`config.mk`:
```
export PLATFORM = sky130hd
export DESIGN_NAME = mlink_dev_flat
export DESIGN_NICKNAME = d
export VERILOG_FILES = /design/src/verilog/mlink_pkg.sv /design/src/verilog/mlink_if.sv /design/src/verilog/mlink_dev.sv /design/src/flat_wrapper.sv
export VERILOG_INCLUDE_DIRS = /design/src /design/src/verilog
export SDC_FILE = /design/constraint.sdc
export NUM_CORES = 1
export LEC_CHECK = 0
export BUFFER_PORTS_ARGS = -buffer_cell sky130_fd_sc_hd__clkbuf_2
export CAP_MARGIN = 20
export CORE_UTILIZATION = 50
export CTS_CLUSTER_SIZE = 24
export DETAILED_ROUTE_END_ITERATION = 6
export GPL_TIMING_DRIVEN = 0
export PLACE_DENSITY = 0.73
export SLEW_MARGIN = 25
export SYNTH_ARGS = -nofsm -noshare
export SYNTH_HDL_FRONTEND = slang
export SYNTH_SLANG_ARGS = --single-unit
```
`constraint.sdc`:
```
create_clock -name clk_sys -period 3.55 [get_ports clk_sys]
set_input_delay 0 -clock clk_sys [delete_from_list [all_inputs] [get_ports clk_sys]]
set_output_delay 0 -clock clk_sys [all_outputs]
set_load 0.005 [all_outputs]
```
`src/verilog/mlink_defs.svh`:
```
`ifndef MLINK_DEFS_SVH
`define MLINK_DEFS_SVH
// Contract
// - Read command check is inverted sum plus 33h
// - Length byte echoes count, zero reported one
// - Response starts header, control, then length
// - First word sent low byte to high
// - Word k from start address plus k-1
// - Final byte checks all 4N+3 preceding bytes
// - Host sends eight-byte broadcast write frame
// - Broadcast write performed, never answered
// - Every byte travels least significant bit first
// - Host waits 1 ms between broadcasts
// - Broadcast address byte, data LSB first, check
// - Command eight bytes, response 4N+4 bytes
// - First data byte gives count, zero one

// ----------------------------------------
// Frame bytes
// ----------------------------------------
`define ML_HEAD_BYTE    8'h7D
`define ML_CHK_CONST    8'h33
`define ML_CMD_LEN      4'h8
`define ML_OP_BCAST     2'h0
`define ML_OP_WRITE     2'h2
`define ML_OP_READ      2'h1

// ----------------------------------------
// Timing
// ----------------------------------------
`define ML_CLK_HZ       25000000
`define ML_BIT_DIV      8'h18
`define ML_BCAST_GAP_US 1000
`define ML_BCAST_GAP_CYC ((`ML_CLK_HZ / 1000000) * `ML_BCAST_GAP_US)
`endif

```
`src/verilog/mlink_pkg.sv`:
```
package mlink_pkg;
  // Receiver and transmitter states, not used by either end
  typedef enum logic [1:0]
  {
    LS_IDLE = 2'b00,
    LS_SHIFT = 2'b01,
    LS_STOP = 2'b10
  } link_state_t;

  // Device frame states
  typedef enum logic [1:0]
  {
    DV_RECV = 2'b00,
    DV_RESP = 2'b01,
    DV_WAIT = 2'b10
  } dev_state_t;
endpackage

```
`src/verilog/mlink_if.sv`:
```
// ----------------------------------------
// Serial link between host and device
// ----------------------------------------
interface mlink_if;
  logic tx_host;   // Host to device line, idle high
  logic tx_dev;    // Device to host line, idle high
  logic tx_dev_oe; // Device drives its line

  modport host (output tx_host, input tx_dev, input tx_dev_oe);
  modport dev (input tx_host, output tx_dev, output tx_dev_oe);
endinterface

```
`src/verilog/mlink_dev.sv`:
```
`include "mlink_defs.svh"
// ----------------------------------------
// Device end: frame decode and response
// ----------------------------------------
module mlink_dev
  import mlink_pkg::*;
(
  input  wire logic        clk_sys,
  input  wire logic        reset_n,
  mlink_if.dev             link,
  output logic             reg_wr,       // One-cycle write strobe
  output logic [11:0]      reg_addr,     // Register address of write or read
  output logic [31:0]      reg_wdata,    // Write data
  input  wire logic [31:0] reg_rdata,    // Read data for reg_addr, same cycle
  output logic             frame_bad     // One-cycle pulse on check failure
);
  // ----------------------------------------
  // Bit timing and input synchroniser
  // ----------------------------------------
  logic       rx_s1_r;          // First stage, read only by second
  logic       rx_s2_r;          // Synchronised line
  logic [7:0] div_r;            // Bit period divider
  logic [3:0] rbit_r;           // Receive bit index
  logic [7:0] rsh_r;            // Receive shift register
  logic       rbusy_r;          // Receiving a byte
  logic       rx_done;          // Byte complete pulse
  logic       half_tick;
  logic       full_tick;

  assign half_tick = (div_r == (`ML_BIT_DIV >> 1));
  assign full_tick = (div_r == `ML_BIT_DIV);
  assign rx_done   = rbusy_r && full_tick && (rbit_r == 4'h9);

  // Two flops before any logic sees the line
  always_ff @(posedge clk_sys)
  begin
    rx_s1_r <= reset_n ? link.tx_host : 1'b1;
    rx_s2_r <= reset_n ? rx_s1_r : 1'b1;
  end

  // Start-bit hunt and mid-bit sampling, LSB first
  always_ff @(posedge clk_sys)
  begin
    if (!reset_n)
    begin
      rbusy_r <= 1'b0;
      div_r   <= 8'h00;
      rbit_r  <= 4'h0;
      rsh_r   <= 8'h00;
    end
    else if (!rbusy_r)
    begin
      div_r   <= 8'h00;
      rbit_r  <= 4'h0;
      rbusy_r <= !rx_s2_r;
    end
    else
    begin
      div_r <= full_tick ? 8'h00 : div_r + 8'h01;
      if (half_tick && rbit_r >= 4'h1 && rbit_r <= 4'h8)
        rsh_r <= {rx_s2_r, rsh_r[7:1]};
      if (full_tick)
        rbit_r <= rbit_r + 4'h1;
      if (rx_done)
        rbusy_r <= 1'b0;
    end
  end

  // ----------------------------------------
  // Command frame collection
  // ----------------------------------------
  dev_state_t st_r;
  logic [3:0] cnt_r;            // Bytes of command held
  logic [7:0] sum_r;            // Running sum of command bytes
  logic [7:0] ctl_r;
  logic [7:0] adr_r;
  logic [31:0] dat_r;
  logic [7:0] chk_want;
  logic       chk_ok;
  logic [1:0] op;

  assign chk_want = (~sum_r) + `ML_CHK_CONST;
  assign chk_ok   = (rsh_r == chk_want);
  assign op       = ctl_r[1:0];

  // Response generator
  logic [7:0]  nword_r;         // Words still to send
  logic [1:0]  bsel_r;          // Byte within word
  logic [2:0]  phase_r;         // 0 hdr,1 ctl,2 len,3 data,4 chk
  logic [7:0]  tsum_r;          // Running sum of sent bytes
  logic [31:0] word_r;          // Captured word
  logic [7:0]  tbyte;           // Byte to send next
  logic        tbusy_r;
  logic [9:0]  tsh_r;           // Frame with start and stop
  logic [7:0]  tdiv_r;
  logic [3:0]  tbit_r;
  logic        tload;
  logic [7:0]  len_byte;

  assign len_byte = (dat_r[7:0] == 8'h00) ? 8'h01 : dat_r[7:0];

  // Byte selection per response phase
  assign tbyte = (phase_r == 3'h0) ? `ML_HEAD_BYTE :
                 (phase_r == 3'h1) ? {ctl_r[7:4], 4'h1} :
                 (phase_r == 3'h2) ? len_byte :
                 (phase_r == 3'h3) ? word_r[8*bsel_r +: 8] :
                 ((~tsum_r) + `ML_CHK_CONST);
  assign tload = (st_r == DV_RESP) && !tbusy_r;

  // Frame decode and write strobe
  always_ff @(posedge clk_sys)
  begin
    if (!reset_n)
    begin
      st_r      <= DV_RECV;
      cnt_r     <= 4'h0;
      sum_r     <= 8'h00;
      ctl_r     <= 8'h00;
      adr_r     <= 8'h00;
      dat_r     <= 32'h0000_0000;
      reg_wr    <= 1'b0;
      frame_bad <= 1'b0;
      reg_addr  <= 12'h000;
      reg_wdata <= 32'h0000_0000;
      phase_r   <= 3'h0;
      nword_r   <= 8'h00;
      bsel_r    <= 2'h0;
      tsum_r    <= 8'h00;
      word_r    <= 32'h0000_0000;
    end
    else
    begin
      reg_wr    <= 1'b0;
      frame_bad <= 1'b0;
      unique case (st_r)
        DV_RECV:
        begin
          if (rx_done)
          begin
            if (cnt_r == 4'h0 && rsh_r != `ML_HEAD_BYTE)
              cnt_r <= 4'h0;                // Resync on header
            else if (cnt_r == `ML_CMD_LEN - 4'h1)
            begin
              cnt_r <= 4'h0;
              sum_r <= 8'h00;
              if (!chk_ok)
                frame_bad <= 1'b1;
              else if (op == `ML_OP_READ)
              begin
                st_r     <= DV_RESP;
                phase_r  <= 3'h0;
                nword_r  <= len_byte;
                bsel_r   <= 2'h0;
                tsum_r   <= 8'h00;
                reg_addr <= {ctl_r[7:4], adr_r};
              end
              else if (op == `ML_OP_BCAST || op == `ML_OP_WRITE)
              begin
                reg_wr    <= 1'b1;
                reg_addr  <= {ctl_r[7:4], adr_r};
                reg_wdata <= dat_r;
              end
            end
            else
            begin
              cnt_r <= cnt_r + 4'h1;
              sum_r <= sum_r + rsh_r;
              if (cnt_r == 4'h1) ctl_r <= rsh_r;
              if (cnt_r == 4'h2) adr_r <= rsh_r;
              if (cnt_r >= 4'h3) dat_r <= {rsh_r, dat_r[31:8]};
            end
          end
        end
        DV_RESP:
        begin
          if (tload)
          begin
            tsum_r <= tsum_r + tbyte;
            // Step the address with each fetch, so the next fetch sees the next word
            if (phase_r == 3'h2 || (phase_r == 3'h3 && bsel_r == 2'h3))
            begin
              word_r   <= reg_rdata;        // Fetch next word
              reg_addr <= reg_addr + 12'h001;
            end
            if (phase_r == 3'h2)
              phase_r <= 3'h3;
            else if (phase_r == 3'h3)
            begin
              bsel_r <= bsel_r + 2'h1;
              if (bsel_r == 2'h3)
              begin
                nword_r  <= nword_r - 8'h01;
                if (nword_r == 8'h01)
                  phase_r <= 3'h4;
              end
            end
            else if (phase_r == 3'h4)
              st_r <= DV_WAIT;
            else
              phase_r <= phase_r + 3'h1;
          end
        end
        DV_WAIT:
          st_r <= tbusy_r ? DV_WAIT : DV_RECV; // Last byte drains
        default:
          st_r <= DV_RECV;
      endcase
    end
  end

  // ----------------------------------------
  // Transmitter, LSB first
  // ----------------------------------------
  always_ff @(posedge clk_sys)
  begin
    if (!reset_n)
    begin
      tbusy_r <= 1'b0;
      tsh_r   <= 10'h3FF;
      tdiv_r  <= 8'h00;
      tbit_r  <= 4'h0;
    end
    else if (tload)
    begin
      tbusy_r <= 1'b1;
      tsh_r   <= {1'b1, tbyte, 1'b0};
      tdiv_r  <= 8'h00;
      tbit_r  <= 4'h0;
    end
    else if (tbusy_r)
    begin
      tdiv_r <= (tdiv_r == `ML_BIT_DIV) ? 8'h00 : tdiv_r + 8'h01;
      if (tdiv_r == `ML_BIT_DIV)
      begin
        tsh_r  <= {1'b1, tsh_r[9:1]};
        tbit_r <= tbit_r + 4'h1;
        if (tbit_r == 4'h9)
          tbusy_r <= 1'b0;
      end
    end
  end

  assign link.tx_dev    = tbusy_r ? tsh_r[0] : 1'b1;
  assign link.tx_dev_oe = (st_r != DV_RECV);
endmodule

```
`src/flat_wrapper.sv`:
```
// flat-port wrapper written by rule: the top's interface ports become plain ports
module mlink_dev_flat import mlink_pkg::*;
  (clk_sys, reset_n, reg_wr, reg_addr, reg_wdata, reg_rdata, frame_bad, link_tx_host, link_tx_dev, link_tx_dev_oe);
  mlink_if link_i ();
  input  wire logic clk_sys;
  input  wire logic reset_n;
  output logic reg_wr;
  output logic [11:0] reg_addr;
  output logic [31:0] reg_wdata;
  input  wire logic [31:0] reg_rdata;
  output logic frame_bad;
  input wire logic [$bits(link_i.tx_host)-1:0] link_tx_host;
  output wire logic [$bits(link_i.tx_dev)-1:0] link_tx_dev;
  output wire logic [$bits(link_i.tx_dev_oe)-1:0] link_tx_dev_oe;
  assign link_i.tx_host = link_tx_host;
  assign link_tx_dev = link_i.tx_dev;
  assign link_tx_dev_oe = link_i.tx_dev_oe;
  mlink_dev u_core (.clk_sys(clk_sys), .reset_n(reset_n), .link(link_i), .reg_wr(reg_wr), .reg_addr(reg_addr), .reg_wdata(reg_wdata), .reg_rdata(reg_rdata), .frame_bad(frame_bad));
endmodule
```
==> results by group <==
Run status
  – Outcome: finished, final reports clean

Final layout
  – Final Cell Area: 11700 um^2
  – Final instance count without filler cells: 1614
  – Most common cell after layout, fill and taps aside: nand2_1
  – Ant diodes: 0
  – Most frequent cells in the layout: 233 x nand2_1, 204 x dfxtp_1, 122 x a21oi_1
  – Final net count: 1413
  – P&R area growth vs syn: 19.6%
  – Share of cells above drive strength 1: 0.129

Drt
  – Post-route ant nets: 0
  – DRT iter0 DRCs: 721
  – Drt via density: 5.58
  – Drt drc: 0
  – Total iterations of the first detailed-routing run: 5
  – Via count: 9014
  – DR WL/cell: 16.6 um
  – DRT Wirelength: 26800 um

Worst setup path
  – Worst Setup End Kind: register
  – Critical Path Max Stage Delay: 0.57 ns
  – Critical Path Source Type: register
  – Max FO, Critical Path: 10
  – CP Data Required Time: 3.95 ns
  – Worst-path cell chain: buf_6 > mux4_2 > mux2i_1 > nand2_1 > o21ai_0 > o21ai_2 > ha_1 > fa_1 > a21o_1 > a21o_1 > a21o_1 > a21oi_1 > xnor2_1 > a22o_1
  – WP buf/inv: 1
  – CP dominant cell by count: a21o_1
  – Crit-path slowest cell: mux4_2
  – Critical Path AT: 3.70 ns
  – CP Class: reg -> reg
  – Worst path top cell family by delay: compound AO/OA/AOI/OAI gates

Floorplan
  – Num ports: 83
  – Die Wd: 142 um
  – Die ar.: 20100 um^2
  – Die height: 142 um
  – Placement row count: 50
  – Core Region: 19000 um^2
  – Starting Density: 0.515

STA
  – Worst slew pin tran: 0.979 ns
  – Hold Slack: 0.238 ns
  – Tmin final: 3.30 ns
  – Max Freq: 303 MHz
  – Setup TNS: 0 ns
  – Setup violators final: 0
  – Max_slew headroom: 0.344
  – Pins Over Slew Limit: 0
  – RSZ-0062 raised after global routing: false
  – Final hold vios: 0
  – Setup Skew: 0.00901 ns
  – Final period utilization: 0.929

Global route
  – Gr usage total: 0.267
  – Vias in the first global route: 8509
  – Largest net degree at the start of global routing: 15
  – First-pass GRT wire length: 43000 um
  – Total global routing overflow: 0
  – Initial antenna violation count: 0

Placed design
  – Placed insts: 1535
  – I/O Buffers: 82
  – Hpwl dp: 18700 um
  – Placed cell area: 10500 um^2
  – Routability congestion estimate: 0.929

Logic synthesis
  – #FFs+latches synth: 204
  – Async S/R FF share, synth: 0
  – Post-synth EDFFs: 0
  – Synthesis warning total: 0
  – Top_reg_cell synth: dfxtp_1
  – Syn Area/Cell: 8.19 um^2
  – Net Count, Synth: 1269
  – Unique cell type count in the Yosys netlist: 70
  – Mapped Area: 9770 um^2
  – Cells after Synth: 1193
  – Sequential-to-total area share from yosys stat: 0.418

CTS
  – CTS Buffer Depth: 3
  – Clock-pin slew on the worst setup and hold paths: 0.06 ns
  – Skew-Pair Late Insertion Delay: 0.52 ns
  – Num CTS Buffers: 23
  – CTS root buffer: clkbuf_16
  – H-tree levels: 1
  – CTS tree: yes
  – Clock sink total: 204

Power and ir drop
  – P_leak: 4.32 nW
  – PwrDens: 411 nW/um^2
  – Overall Power: 4.80 mW
  – VDD IR max: 335 uV

Flow run
  – Max-cap viol count: 0

Min path
  – HP Class: in -> reg
cell families after synthesis:
| logic type | synth area share |
|---|---|
| AO/OA/AOI/OAI | 0.169 |
| multiplexers | 0.0600 |
| flip-flops | 0.418 |
| adder cells (fa/ha/maj) | 0.0541 |
| AND/OR/NAND/NOR | 0.216 |
| buffers and inverters | 0.0415 |
| XOR/XNOR | 0.0412 |
repair_timing:
item	in CTS	in global routing
buffers inserted	0	5
pin swaps	0	2
hold buffers	34	0
endpoints found under the hold margin	37	0
cloned	0	0
setup endpoints to repair	4	38
gates resized for setup	5	9
layout make-up:
cell class                      count  area, um^2
Multi-Input combinational cell    883        5310
Sequential cell                   204        4080
Clock inverter                     13         133
Buffer                             74         299
Timing Repair Buffer              121         788
Tap cell                          260         325
Inverter                           30         113
Fill cell                        1669        7270
Clock buffer                       29         628
final timing paths:
check                        start                to  slack, ns  cells past startpoint
setup / recovery  u_core.bsel_r[0]  u_core.tsum_r[6]       0.25                     14
hold / removal        link_tx_host    u_core.rx_s1_r       0.24                      3
setup reg to reg  u_core.bsel_r[0]  u_core.tsum_r[6]       0.25                     14
hold reg to reg     u_core.rx_s1_r    u_core.rx_s2_r       0.43                      1
state kept, by name (all words and copies together), names as in the netlist, 3 cells and up:
register and count:
u_core.reg_addr 12, u_core.reg_wdata 32, u_core.sum_r 8, u_core.adr_r 8
u_core.tdiv_r 8, u_core.cnt_r 4, u_core.ctl_r 6, u_core.phase_r 3
u_core.div_r 8, u_core.tbit_r 4, u_core.dat_r 32, u_core.nword_r 8
u_core.tsum_r 8, u_core.rsh_r 8, u_core.word_r 32, u_core.rbit_r 4
u_core.tsh_r 9
stage by stage:
step	setup slack [ns]	utilization
2_1_floorplan	0.239	-
3_3_place_gp	-0.310	0.554
3_5_place_dp	-0.376	0.555
4_1_cts	0.00766	0.613
5_1_grt	0.0122	0.616
6_report	0.251	0.616
tightest hold or removal path: stages:
cell,delay (ns)
dlygate4sd3_1,0.54
clkbuf_2,0.10
nand2b_1,0.08
layer usage:
| metal | up-vias | global-route usage | part of all wire |
|---|---|---|---|
| li1 | 4431 | - | - |
| met1 | 4228 | 0.351 | 0.44 |
| met2 | 300 | 0.451 | 0.47 |
| met3 | 55 | 0.0445 | 0.065 |
| met4 | 0 | 0.0758 | 0.024 |
| met5 | - | 0 | 0 |
where the power goes:
part / leakage (nW) / internal, mW / switching, mW
Sequential: 1.64 / 2.29 / 0.00253
Clock: 0.366 / 1.41 / 0.976
Combinational: 2.31 / 0.0500 / 0.0753
Total: 4.32 / 3.75 / 1.05
synthesized netlist by cell type, types with 8 or more instances:
| library cell | count | area [um^2] |
|---|---|---|
| nand2_1 | 234 | 878 |
| dfxtp_1 | 204 | 4080 |
| a21oi_1 | 122 | 611 |
| nor2_1 | 98 | 368 |
| clkbuf_1 | 67 | 251 |
| o21ai_0 | 64 | 320 |
| nand3_1 | 53 | 265 |
| ha_1 | 39 | 488 |
| mux2i_1 | 36 | 360 |
| inv_1 | 30 | 113 |
| xor2_1 | 24 | 210 |
| nor3_1 | 23 | 115 |
| xnor2_1 | 22 | 193 |
| nand4_1 | 9 | 56.3 |
| mux4_2 | 8 | 180 |
| or3_1 | 8 | 50.1 |
Power figures use the tool's default switching activity.
